**config.mk**
```make
export PLATFORM = sky130hd
export DESIGN_NAME = xcvr_ctrl
export DESIGN_NICKNAME = d
export VERILOG_FILES = /design/src/hdl/xcvr_ctrl_pkg.sv /design/src/hdl/xcvr_ctrl.sv
export SDC_FILE = /design/constraint.sdc
export NUM_CORES = 1
export LEC_CHECK = 0
export ABC_AREA = 1
export BUFFER_PORTS_ARGS = -buffer_cell sky130_fd_sc_hd__buf_2
export CAP_MARGIN = 40
export CORE_MARGIN = 1.5
export CORE_UTILIZATION = 39
export CTS_CLUSTER_DIAMETER = 100
export CTS_CLUSTER_SIZE = 20
export DETAILED_ROUTE_END_ITERATION = 7
export PLACE_DENSITY = 0.61
export SETUP_SLACK_MARGIN = 0.1
export SKIP_LAST_GASP = 1
export SLEW_MARGIN = 5
export SYNTH_ARGS = -nofsm -noshare
export SYNTH_HDL_FRONTEND = slang
export SYNTH_SLANG_ARGS = --single-unit
```
**constraint.sdc**
```tcl
create_clock -name clk_in -period 3.8 [get_ports clk_in]
set_input_delay 1.14 -clock clk_in [delete_from_list [all_inputs] [get_ports clk_in]]
set_output_delay 1.14 -clock clk_in [all_outputs]
set_load 0.05 [all_outputs]
```
**src/hdl/xcvr_ctrl_pkg.sv**
```systemverilog
// Purpose: Shared constants and types for the transceiver control block.
// Assumes: 100 MHz core clock, 32-bit Avalon-MM register window.
// Notes:   Register words are byte addressed and word aligned.
package xcvr_ctrl_pkg;
   localparam int          LANES           = 4;
   localparam int          ADDR_W          = 5;
   localparam int          CLK_HZ          = 100_000_000;
   // Initialization, reset-pin release and serial-ready bounds.
   localparam int          INIT_MS         = 2000;
   localparam int          INIT_CYCLES     = INIT_MS * (CLK_HZ / 1000);
   // Shortest low level on the reset pin that counts as a reset.
   localparam int          RST_MIN_US      = 2;
   localparam int          RST_MIN_CYCLES  = RST_MIN_US * (CLK_HZ / 1_000_000);
   localparam int          RST_CNT_W       = 9;
   localparam int          INIT_CNT_W      = 32;
   // Register byte offsets.
   localparam logic [4:0]  OFS_STATUS      = 5'h00;
   localparam logic [4:0]  OFS_FLAGS       = 5'h04;
   localparam logic [4:0]  OFS_MASK        = 5'h08;
   localparam logic [4:0]  OFS_CONTROL     = 5'h0c;
   // Status word fields.
   localparam int          ST_NOT_READY    = 16;
   localparam int          ST_READY        = 0;
   localparam int          ST_LOW_POWER    = 1;
   // Flag and mask word fields.
   localparam int          FL_RX_LOS       = 0;
   localparam int          FL_TX_FAULT     = 4;
   localparam int          FL_TX_LOS       = 8;
   localparam int          FL_DATA_READY   = 12;
   localparam int          FL_W            = 13;
   // Control word fields.
   localparam int          CT_POWER_DOWN   = 0;
   localparam int          CT_TX_DISABLE   = 4;
   localparam int          CT_RX_DISABLE   = 8;
   localparam int          CT_W            = 12;
   localparam logic [12:0] FLAGS_RESET     = 13'h0000;
   localparam logic [12:0] MASK_RESET      = 13'h0000;
   localparam logic [11:0] CONTROL_RESET   = 12'h000;
   localparam logic [11:0] CONTROL_USED    = 12'hff1;

   typedef struct packed {
      logic [LANES-1:0] rx_los;
      logic [LANES-1:0] tx_fault;
      logic [LANES-1:0] tx_los;
      logic             rst_n;
      logic             low_power;
   } pins_t;

   typedef enum logic [1:0] {
      INIT_WAIT,
      RUNNING,
      PIN_RESET
   } init_state_t;
endpackage : xcvr_ctrl_pkg

```
**src/hdl/xcvr_ctrl.sv**
```systemverilog
// Purpose: Control and status logic of a four-lane optical transceiver.
// Assumes: Pins arrive asynchronously; software uses Avalon-MM slave port.
// Notes:   Every response here is far faster than its documented bound,
//          except initialization and the reset pin filter, which run their full counts.
// Notes on behaviour
// - Fully functional within 2000 ms after power-on.
// - Low-power pin enters power level 1 fast.
// - Interrupt output falls within 200 ms.
// - Flags clear on read; interrupt releases promptly.
// - Reset pin counts only after 2 us low.
// - Functional within 2000 ms of reset pin rise.
// - Serial bus answers within 2000 ms of power-on.
// - Data-not-ready clears, interrupt raised after init.
// - Receive loss sets flag and interrupt.
// - Transmit fault sets flag and interrupt.
// - Other conditions set flag and interrupt.
// - Setting mask stops that flag's interrupt.
// - Clearing mask restores that flag's interrupt.
// - Power-down bit enters power level 1.
// - Clearing power-down restores full operation.
// - Receive signal loss squelches receive output.
// - Receive signal return restores receive output.
// - Transmit input loss squelches transmit output.
// - Transmit input return restores transmit output.
// - Transmit disable bit turns lane output off.
// - Clearing transmit disable restores lane output.
// - Receive disable bit turns receive output off.
//
// Added by the designer: the register offsets and the Avalon-MM slave port.
module xcvr_ctrl #(
   parameter int INIT_CYCLES = xcvr_ctrl_pkg::INIT_CYCLES
) (
   input  wire logic                             clk_in,
   input  wire logic                             rst_n_in,
   input  wire logic [xcvr_ctrl_pkg::ADDR_W-1:0] address_in,
   input  wire logic                             read_in,
   input  wire logic                             write_in,
   input  wire logic [31:0]                      writedata_in,
   input  wire logic [3:0]                       byteenable_in,
   output logic      [31:0]                      readdata_out,
   output logic                                  waitrequest_out,
   input  wire logic                             module_rst_n_in,
   input  wire logic                             low_power_pin_in,
   input  wire logic [xcvr_ctrl_pkg::LANES-1:0]  rx_los_in,
   input  wire logic [xcvr_ctrl_pkg::LANES-1:0]  tx_fault_in,
   input  wire logic [xcvr_ctrl_pkg::LANES-1:0]  tx_los_in,
   output logic                                  module_irq_n_out,
   output logic                                  ready_out,
   output logic                                  low_power_out,
   output logic      [xcvr_ctrl_pkg::LANES-1:0]  rx_squelch_out,
   output logic      [xcvr_ctrl_pkg::LANES-1:0]  tx_squelch_out,
   output logic      [xcvr_ctrl_pkg::LANES-1:0]  tx_off_out,
   output logic      [xcvr_ctrl_pkg::LANES-1:0]  rx_off_out
);
   localparam int L = xcvr_ctrl_pkg::LANES;

   xcvr_ctrl_pkg::pins_t       pins_raw;
   xcvr_ctrl_pkg::pins_t       sync_a;
   xcvr_ctrl_pkg::pins_t       sync_b;
   xcvr_ctrl_pkg::pins_t       pins_prev;
   xcvr_ctrl_pkg::init_state_t init_state;
   logic [31:0]                init_cnt;
   logic [8:0]                 rst_low_cnt;
   logic                       pin_reset;
   logic [12:0]                flags;
   logic [12:0]                mask;
   logic [11:0]                control;
   logic [12:0]                flag_set;
   logic [12:0]                flag_clr;
   logic                       ack;
   logic                       take_rd;
   logic                       take_wr;
   logic [31:0]                be_mask;
   logic [31:0]                status_word;
   logic                       not_ready;
   logic                       not_ready_prev;
   logic                       pending;

   assign pins_raw = '{rx_los: rx_los_in, tx_fault: tx_fault_in,
                       tx_los: tx_los_in, rst_n: module_rst_n_in,
                       low_power: low_power_pin_in};

   // Two-stage synchronizer; only sync_b and later stages feed logic.
   always_ff @(posedge clk_in or negedge rst_n_in) begin
      if (!rst_n_in) begin
         // The reset pin idles high, so its stages start high as well.
         sync_a <= '{default: '0, rst_n: 1'b1};
         sync_b <= '{default: '0, rst_n: 1'b1};
         pins_prev <= '{default: '0, rst_n: 1'b1};
      end else begin
         sync_a <= pins_raw;
         sync_b <= sync_a;
         pins_prev <= sync_b;
      end
   end

   // A short glitch on the reset pin is ignored; only a long low level
   // holds the block in reset.
   always_ff @(posedge clk_in or negedge rst_n_in) begin
      if (!rst_n_in) begin
         rst_low_cnt <= '0;
         pin_reset <= 1'b0;
      end else if (sync_b.rst_n) begin
         rst_low_cnt <= '0;
         pin_reset <= 1'b0;
      end else if (rst_low_cnt ==
                   9'(xcvr_ctrl_pkg::RST_MIN_CYCLES - 1)) begin
         pin_reset <= 1'b1;
      end else begin
         rst_low_cnt <= rst_low_cnt + 9'h001;
      end
   end

   // Initialization runs its full count after either reset is released.
   always_ff @(posedge clk_in or negedge rst_n_in) begin
      if (!rst_n_in) begin
         init_state <= xcvr_ctrl_pkg::INIT_WAIT;
         init_cnt <= '0;
      end else if (pin_reset) begin
         init_state <= xcvr_ctrl_pkg::PIN_RESET;
         init_cnt <= '0;
      end else begin
         unique case (init_state)
            xcvr_ctrl_pkg::PIN_RESET: begin
               init_state <= xcvr_ctrl_pkg::INIT_WAIT;
            end
            xcvr_ctrl_pkg::INIT_WAIT: begin
               if (init_cnt == 32'(INIT_CYCLES - 1)) begin
                  init_state <= xcvr_ctrl_pkg::RUNNING;
               end else begin
                  init_cnt <= init_cnt + 32'h0000_0001;
               end
            end
            xcvr_ctrl_pkg::RUNNING: begin
               init_state <= xcvr_ctrl_pkg::RUNNING;
            end
         endcase
      end
   end

   assign not_ready = (init_state != xcvr_ctrl_pkg::RUNNING);

   always_ff @(posedge clk_in or negedge rst_n_in) begin
      if (!rst_n_in) begin
         not_ready_prev <= 1'b1;
      end else begin
         not_ready_prev <= not_ready;
      end
   end

   // Avalon slave: one wait state on every access, also while the reset pin
   // holds the block, so the answer time is fixed.
   assign waitrequest_out = (read_in | write_in) & ~ack;
   assign take_rd = read_in & ack;
   assign take_wr = write_in & ack;

   always_ff @(posedge clk_in or negedge rst_n_in) begin
      if (!rst_n_in) begin
         ack <= 1'b0;
      end else begin
         ack <= (read_in | write_in) & ~ack;
      end
   end

   always_comb begin
      be_mask = '0;
      for (int b = 0; b < 4; b++) begin
         be_mask[8*b +: 8] = {8{byteenable_in[b]}};
      end
   end

   always_comb begin
      status_word = '0;
      status_word[xcvr_ctrl_pkg::ST_NOT_READY] = not_ready;
      status_word[xcvr_ctrl_pkg::ST_READY] = ~not_ready;
      status_word[xcvr_ctrl_pkg::ST_LOW_POWER] = low_power_out;
   end

   always_ff @(posedge clk_in or negedge rst_n_in) begin
      if (!rst_n_in) begin
         readdata_out <= '0;
      end else if (read_in & ~ack) begin
         unique case (address_in)
            xcvr_ctrl_pkg::OFS_STATUS:  readdata_out <= status_word;
            xcvr_ctrl_pkg::OFS_FLAGS:   readdata_out <= 32'(flags);
            xcvr_ctrl_pkg::OFS_MASK:    readdata_out <= 32'(mask);
            xcvr_ctrl_pkg::OFS_CONTROL: readdata_out <= 32'(control);
            default:                    readdata_out <= '0;
         endcase
      end
   end

   always_ff @(posedge clk_in or negedge rst_n_in) begin
      if (!rst_n_in) begin
         mask <= xcvr_ctrl_pkg::MASK_RESET;
      end else if (pin_reset) begin
         mask <= xcvr_ctrl_pkg::MASK_RESET;
      end else if (take_wr && address_in == xcvr_ctrl_pkg::OFS_MASK) begin
         mask <= (mask & ~be_mask[12:0]) | (writedata_in[12:0] & be_mask[12:0]);
      end
   end

   always_ff @(posedge clk_in or negedge rst_n_in) begin
      if (!rst_n_in) begin
         control <= xcvr_ctrl_pkg::CONTROL_RESET;
      end else if (pin_reset) begin
         control <= xcvr_ctrl_pkg::CONTROL_RESET;
      end else if (take_wr &&
                   address_in == xcvr_ctrl_pkg::OFS_CONTROL) begin
         control <= ((control & ~be_mask[11:0]) |
                     (writedata_in[11:0] & be_mask[11:0])) &
                    xcvr_ctrl_pkg::CONTROL_USED;
      end
   end

   // Flags latch on entry into a condition; a read clears only what it
   // returned, and a new event in that cycle survives the clear.
   always_comb begin
      flag_set = '0;
      flag_set[xcvr_ctrl_pkg::FL_RX_LOS +: L] =
         sync_b.rx_los & ~pins_prev.rx_los;
      flag_set[xcvr_ctrl_pkg::FL_TX_FAULT +: L] =
         sync_b.tx_fault & ~pins_prev.tx_fault;
      flag_set[xcvr_ctrl_pkg::FL_TX_LOS +: L] =
         sync_b.tx_los & ~pins_prev.tx_los;
      flag_set[xcvr_ctrl_pkg::FL_DATA_READY] =
         not_ready_prev & ~not_ready;
   end

   // Only the bits loaded into the read data are cleared; a flag that
   // latched during the wait state is kept for the next read.
   assign flag_clr = (take_rd && address_in == xcvr_ctrl_pkg::OFS_FLAGS) ?
                     readdata_out[12:0] : '0;

   always_ff @(posedge clk_in or negedge rst_n_in) begin
      if (!rst_n_in) begin
         flags <= xcvr_ctrl_pkg::FLAGS_RESET;
      end else if (pin_reset) begin
         flags <= xcvr_ctrl_pkg::FLAGS_RESET;
      end else begin
         flags <= (flags & ~flag_clr) | flag_set;
      end
   end

   assign pending = |(flags & ~mask);

   always_ff @(posedge clk_in or negedge rst_n_in) begin
      if (!rst_n_in) begin
         module_irq_n_out <= 1'b1;
      end else begin
         module_irq_n_out <= ~pending;
      end
   end

   // Squelch outputs follow synchronized inputs, lane off outputs the control word, one cycle later.
   always_ff @(posedge clk_in or negedge rst_n_in) begin
      if (!rst_n_in) begin
         ready_out <= 1'b0;
         low_power_out <= 1'b1;
         rx_squelch_out <= '0;
         tx_squelch_out <= '0;
         tx_off_out <= '1;
         rx_off_out <= '1;
      end else begin
         ready_out <= ~not_ready;
         low_power_out <= sync_b.low_power |
            control[xcvr_ctrl_pkg::CT_POWER_DOWN];
         rx_squelch_out <= sync_b.rx_los;
         tx_squelch_out <= sync_b.tx_los;
         tx_off_out <=
            control[xcvr_ctrl_pkg::CT_TX_DISABLE +: L];
         rx_off_out <= control[xcvr_ctrl_pkg::CT_RX_DISABLE +: L];
      end
   end
endmodule : xcvr_ctrl

```
==> metrics.md, run 1 <==
| Metric | Value |
|---|---|
| Status | `finished clean` |
| Comb pwr share | `0.069` |
| Largest net degree at the start of global routing | `62` |
| Top FF cell, synth | `dfrtp_1` |
| Req. time, crit path | `2.66 ns` |
| Tot Pwr | `0.003652 W` |
| Top cells by area, synth | `dfrtp_1 (49%), nand2_1 (14%), nand3_1 (7.2%), dfstp_2 (5.0%), inv_1 (4.2%)` |
| Worst-path clk slew | `0.07 ns` |
| Starting Density | `0.3959` |
| Setup violations, final | `0` |
| VDD IR-drop max | `0.3511 mV` |
| CTS root buf | `clkbuf_16` |
| Ys Warns | `0` |
| Hold crit path type | `flip-flop to flip-flop` |
| Crit path largest cell delay | `0.28 ns` |
| Clock power share | `0.477` |
| Length of the first detailed-routing pass in iterations | `5` |
| Fin area | `0.007849 mm²` |
| GP Congestion | `0.8403` |
| Core footprint | `0.01712 mm²` |
| Ys async rst share | `1.000` |
| Die area | `0.01818 mm²` |
| RSZ-0062 raised after global routing | `no` |
| Internal cell power | `0.002679 W` |
| Crit path buffers/inverters | `2` |
| Clock period minus worst slack | `2.811 ns` |
| Nets | `947` |
| CP startpoint kind | `input pin` |
| Vias per cell | `4.793` |
| Fillers | `1691` |
| Final period util | `0.7397` |
| Sw Share | `0.2665` |
| Sequential element share of the synthesized area | `0.5415` |
| CP endpoint kind | `output port` |
| Final Hold Viols | `0` |
| DR iter-0 viols | `383` |
| Row cnt | `48` |
| Total track usage | `0.1798` |
| #FFs+latches synth | `146` |
| Final WS setup | `0.9891 ns` |
| Routed WL | `15130 µm` |
| Area of the mapped netlist | `0.006776 mm²` |
| Top delay family on crit path | `buffers and inverters` |
| Fmax | `355.8 MHz` |
| Critical Path AT | `1.67 ns` |
| Setup repair bufs after CTS | `0` |
| Path type of the worst setup path | `input pin to output port` |
| Final core utilization | `0.4586` |
| Area post-placement | `0.007236 mm²` |
| Post-place setup slack | `0.9910 ns` |
| DR WL/cell | `13.46 µm` |
| Num ports | `111` |
| CP Launch Point | `read_in` |
| CTS sink cnt | `146` |
| R2r startpoint | `init_cnt[0]` |
| Crit-path cells | `buf_2 -> nor2_1 -> nor2_1 -> buf_2` |
| Syn_area_per_cell | `8.284 µm²` |
| Global route overflow | `0` |
| Fin. max-slew vios | `0` |
| Die height | `134.8 µm` |
| Cell with the most instances after synthesis | `nand2_1` |
| CTS Buf Count | `17` |
| H-tree levels | `4` |
| Largest buffer count on any clock path | `2` |
| Cell variety after synth | `36` |
| Number of global-route vias before repair | `5179` |
| Commonest cells in the netlist | `nand2_1 (256), dfrtp_1 (133), nand3_1 (97)` |
| Layout cell share with drive strength beyond 1 | `0.1568` |
| HPWL after detailed placement | `10730 µm` |
| Worst hold path startpoint | `sync_a[0]` |
| Antenna cell count | `0` |
| Via count | `5387` |
| Hold bufs inserted after CTS | `0` |
| Flop pwr share | `0.454` |
| Worst Tran Pin Value | `0.6692 ns` |
| CTS tree | `yes` |
| Sw power | `0.0009732 W` |
| Resized cells post-CTS | `0` |
| DRC violations left | `0` |
| Worst-skew pair later-pin latency | `0.43 ns` |
| First-pass GRT wire length | `25540 µm` |
| Port buffer count | `71` |
| Power Density | `465.3 mW/mm²` |
| Leakage | `3.918 nW` |
| Max FO, Critical Path | `3` |
| Setup TNS | `0 ns` |
| ANT nets after route | `0` |
| Clock Skew | `0.008457 ns` |
| Antenna violations before repair | `0` |
| Yosys top cell by area | `dfrtp_1` |
| Number of synthesized flops with an enable pin | `0` |
| Area share of the leading cell type in the synthesized netlist | `0.4911` |
| Slowest-stage cell, CP | `buf_2` |
| Die width | `134.8 µm` |
| Post-synthesis cell count | `818` |
| Area delta synth->final | `15.82%` |
| Worst rel slew slack | `0.5538` |
| Maxcap violations | `0` |
worst paths after layout:
| path | endpoint | slack [ns] | cells past startpoint |
|---|---|---|---|
| worst max-delay path | waitrequest_out | 0.99 | 4 |
| min in group asynchronous | sync_a[3] | 0.68 | 1 |
| worst max register to register | init_cnt[19] | 1.69 | 9 |
| max in group asynchronous | pins_prev[9] | 2.36 | 2 |
| worst min-delay path | sync_b[0] | 0.35 | 0 |
| worst min register to register | sync_b[0] | 0.35 | 0 |
cell type report:
class	instances	area, µm²	area share
Multi-Input combinational cell	566	2569	0.3273
Inverter	77	289.0	0.03682
Timing Repair Buffer	78	426.7	0.05436
Sequential cell	146	3670	0.4676
Clock buffer	17	425.4	0.05420
Clock inverter	15	187.7	0.02391
Tap cell	225	281.5	0.03587
logic make-up after synthesis:
| logic type | Yosys count | synth area share |
|---|---|---|
| compound gates | 79 | 0.06222 |
| flops | 146 | 0.5415 |
| fa+ha+maj | 2 | 0.003692 |
| xor+xnor | 12 | 0.01551 |
| other cells | 1 | 0.0005534 |
| buf+inv | 123 | 0.08881 |
| mux | 1 | 0.001477 |
| simple gates | 454 | 0.2862 |
layout by cell type (no fill, tap or decap), types with 5 or more instances in the layout:
master and n:
clkbuf_16 17, o21ai_0 38, inv_6 6, nand3_1 97, a21oi_1 26, nand4_1 9, conb_1 18, o22ai_1 5
dfrtp_1 133, inv_1 76, xnor2_1 5, nand2_1 256, dfstp_2 13, buf_4 6, xor2_1 7, nor2_1 66
nor2_2 5, buf_2 70
stage by stage:
stage | hold WS [ns] | std cells
final | 0.3485 | 1124
after global routing | 0.3587 | 1124
after CTS | 0.3494 | 1124
after detailed placement | 0.3347 | 1092
after global placement | 0.3333 | 1092
after floorplan | 0.3312 | 835
power by group through the flow:
stage                     sequential [W]  combinational [W]  clock [W]
final                            0.00166           0.000253    0.00174
after global routing             0.00166           0.000279    0.00185
after CTS                        0.00166           0.000258    0.00178
after detailed placement         0.00169           0.000257          0
after global placement           0.00169           0.000255          0
after floorplan                  0.00172           0.000137          0
state kept, by name (all words and copies together) (netlist names):
signal,count
rx_squelch_out,4
tx_off_out,4
rst_low_cnt,9
control,9
low_power_out,1
readdata_out,14
not_ready_prev,1
flags,13
sync_b,14
init_cnt,32
ready_out,1
sync_a,14
init_state,2
rx_off_out,4
pin_reset,1
mask,13
module_irq_n_out,1
pins_prev,4
ack,1
tx_squelch_out,4
routing by layer:
metal  vias to the layer above  wire length, µm  GRT usage
li1                       2709                -          -
met1                      2547             6899     0.2379
met2                       113             7356     0.2943
met3                        18              671    0.04354
met4                         0              203    0.05317
met5                         -                0          0
No activity file was read; power rests on OpenSTA's default activity.
==> run 2, diff against run 1 <==
==> constraint.sdc (replaced) <==
create_clock -name clk_in -period 2.75 [get_ports clk_in]
set_input_delay 0.825 -clock clk_in [delete_from_list [all_inputs] [get_ports clk_in]]
set_output_delay 0.825 -clock clk_in [all_outputs]
set_load 0.05 [all_outputs]
==> run 2 against run 1 <==
- power rose by 35%
- design area up 0.30%
- core utilization increased by 0.14 points
- clock skew up 0.011 ns
- combinational power rose by 40%
- cell count is 0.44% higher
- clock power rose by 31%
- highest routed layer unchanged
==> metrics.md, run 2 (synthesized netlist as in run 1, its figures left out) <==
| Metric | Value |
|---|---|
| Status | `finished clean` |
| Fmax | `461.6 MHz` |
| Comb pwr share | `0.072 (+0.003)` |
| Final period util | `0.7878` |
| Clock period minus worst slack | `2.166 ns` |
| DRC violations left | `0 (unchanged)` |
| VDD IR-drop max | `0.5106 mV (+45%)` |
| Max FO, Critical Path | `3 (unchanged)` |
| Setup violations, final | `0 (unchanged)` |
| Max reg flops | `32 (unchanged)` |
| Hold crit path type | `flip-flop to flip-flop` |
| Largest net degree at the start of global routing | `55 (-11%)` |
| Crit path largest cell delay | `0.27 ns (about the same)` |
| RSZ-0062 raised after global routing | `no` |
| Final Hold Viols | `0 (unchanged)` |
| Crit-path cells | `buf_2 -> nor2_1 -> nor2_1 -> buf_2` |
| Clock Skew | `0.01951 ns (+0.01105 ns)` |
| Path type of the worst setup path | `input pin to output port` |
| Layout cell share with drive strength beyond 1 | `0.1615 (+0.004663)` |
| Core footprint | `0.01712 mm² (unchanged)` |
| ANT nets after route | `0 (unchanged)` |
| DR WL/cell | `13.37 µm (-0.69%)` |
| DR iter-0 viols | `313 (-18%)` |
| Num ports | `111 (unchanged)` |
| CP startpoint kind | `input pin` |
| Leakage | `3.930 nW (+0.30%)` |
| Worst rel slew slack | `0.6000 (+0.04618)` |
| CTS tree | `yes` |
| Most frequent cells in the layout | `nand2_1 (256), dfrtp_1 (133), nand3_1 (97)` |
| Die area | `0.01818 mm² (unchanged)` |
| Die width | `134.8 µm (unchanged)` |
| Starting Density | `0.3959 (unchanged)` |
| Sw Share | `0.2649 (-0.001594)` |
| Levels on crit path | `4 (unchanged)` |
| HPWL after detailed placement | `11020 µm (+2.7%)` |
| Die height | `134.8 µm (unchanged)` |
| Worst-path clk slew | `0.06 ns (about the same)` |
| Internal cell power | `0.003623 W (+35%)` |
| Worst-skew pair later-pin latency | `0.43 ns (about the same)` |
| Nets | `952 (+0.53%)` |
| Worst Tran Pin Value | `0.6000 ns (-0.06927 ns)` |
| CP endpoint kind | `output port` |
| Antenna cell count | `0 (unchanged)` |
| Leading cell type in the layout, fill and taps excluded | `nand2_1` |
| Global route overflow | `0 (unchanged)` |
| Total track usage | `0.1780 (-0.001802)` |
| Power Density | `626.1 mW/mm² (+35%)` |
| Flop pwr share | `0.465 (+0.011)` |
| Critical Path AT | `1.34 ns (-0.33 ns)` |
| Length of the first detailed-routing pass in iterations | `4 (-1)` |
| Vias per cell | `4.742 (-1.1%)` |
| GP Congestion | `0.8342 (-0.73%)` |
| Sw power | `0.001306 W (+34%)` |
| Largest buffer count on any clock path | `2 (unchanged)` |
| Via count | `5354 (-0.61%)` |
| Hold bufs inserted after CTS | `0 (unchanged)` |
| Routed WL | `15090 µm (-0.25%)` |
| Req. time, crit path | `1.93 ns (-0.73 ns)` |
| Area delta synth->final | `16.17%` |
| Hold depth | `0 (unchanged)` |
| Port buffer count | `71 (unchanged)` |
| Min Hold Slack | `0.3446 ns (-0.003883 ns)` |
| Top delay family on crit path | `buffers and inverters` |
| Maxcap violations | `0 (unchanged)` |
| Fin. max-slew vios | `0 (unchanged)` |
| Number of global-route vias before repair | `5045 (-2.6%)` |
| CTS Buf Count | `17 (unchanged)` |
| CTS root buf | `clkbuf_16` |
| Antenna violations before repair | `0 (unchanged)` |
| Crit path buffers/inverters | `2 (unchanged)` |
| Fillers | `1697 (+0.35%)` |
| Setup TNS | `0 ns (unchanged)` |
| First-pass GRT wire length | `25140 µm (-1.6%)` |
| Row cnt | `48 (unchanged)` |
| Slowest-stage cell, CP | `buf_2` |
| Resized cells post-CTS | `0 (unchanged)` |
| Top reg by flops | `init_cnt` |
| Reg2reg path depth | `6 (-3)` |
| CTS sink cnt | `146 (unchanged)` |
| H-tree levels | `4 (unchanged)` |
| Clock power share | `0.464 (-0.013)` |
| Setup repair bufs after CTS | `0 (unchanged)` |
run 2: cell types whose count changed in the layout (fill, tap and decap cells not counted), sizes merged:
cell      before  now
buf           78   83
bufinv         2    1
clkbuf        17   18
clkinv         4    6
clkinvlp       0    1
inv           86   83
run 2: path summary, 6_finish.rpt:
| path | start | to | slack (ns) |
|---|---|---|---|
| min in group asynchronous | rst_n_in | readdata_out[11] | 0.35 |
| worst min-delay path | sync_a[12] | sync_b[12] | 0.34 |
| worst max register to register | pin_reset | init_cnt[31] | 0.86 |
| max in group asynchronous | rst_n_in | sync_b[1] | 1.78 |
| worst max-delay path | read_in | waitrequest_out | 0.58 |
| worst min register to register | sync_a[12] | sync_b[12] | 0.34 |
run 2: power groups by stage:
stage | clock (W) | sequential, W | combinational (W)
2_1_floorplan | 0 | 0.00238 | 0.000190
3_3_place_gp | 0 | 0.00233 | 0.000357
3_5_place_dp | 0 | 0.00233 | 0.000360
4_1_cts | 0.00234 | 0.00229 | 0.000361
5_1_grt | 0.00243 | 0.00230 | 0.000389
6_report | 0.00228 | 0.00229 | 0.000354
run 2: metal layers:
metal  vias up  global-route usage  wire length, µm
met5         -                   0                0
met4         0             0.05078              115
met3         9             0.04429              629
met2       112              0.2875             7284
met1      2518              0.2388             7063
li1       2715                   -                -
run 2: worst reg2reg max path, cell delays in order, from the launching register on:
cell	delay, ns
dfrtp_1	0.60
inv_1	0.49
nand2_1	0.16
a21oi_2	0.16
buf_4	0.25
nand3_1	0.10
nand2_1	0.07
run 2: layout make-up:
type,count,area [µm²],area share
Timing Repair Buffer,83,476.7,0.06055
Tap cell,225,281.5,0.03576
Clock inverter,14,147.6,0.01875
Clock buffer,18,439.2,0.05579
Sequential cell,146,3670,0.4661
Inverter,77,289.0,0.03671
Multi-Input combinational cell,566,2569,0.3263
run 2: through the flow:
stage | std cells | worst slack (ns) | util | cell area [µm²] | total power (W)
floorplan | 835 | 0.4027 | - | 6840 | 0.002571
global placement | 1097 | 0.4535 | 0.4257 | 7286 | 0.002685
detailed placement | 1097 | 0.3835 | 0.4257 | 7286 | 0.002690
CTS | 1129 | 0.5798 | 0.4599 | 7873 | 0.004987
global route | 1129 | 0.5334 | 0.4599 | 7873 | 0.005118
finish | 1129 | 0.5836 | 0.4599 | 7873 | 0.004929
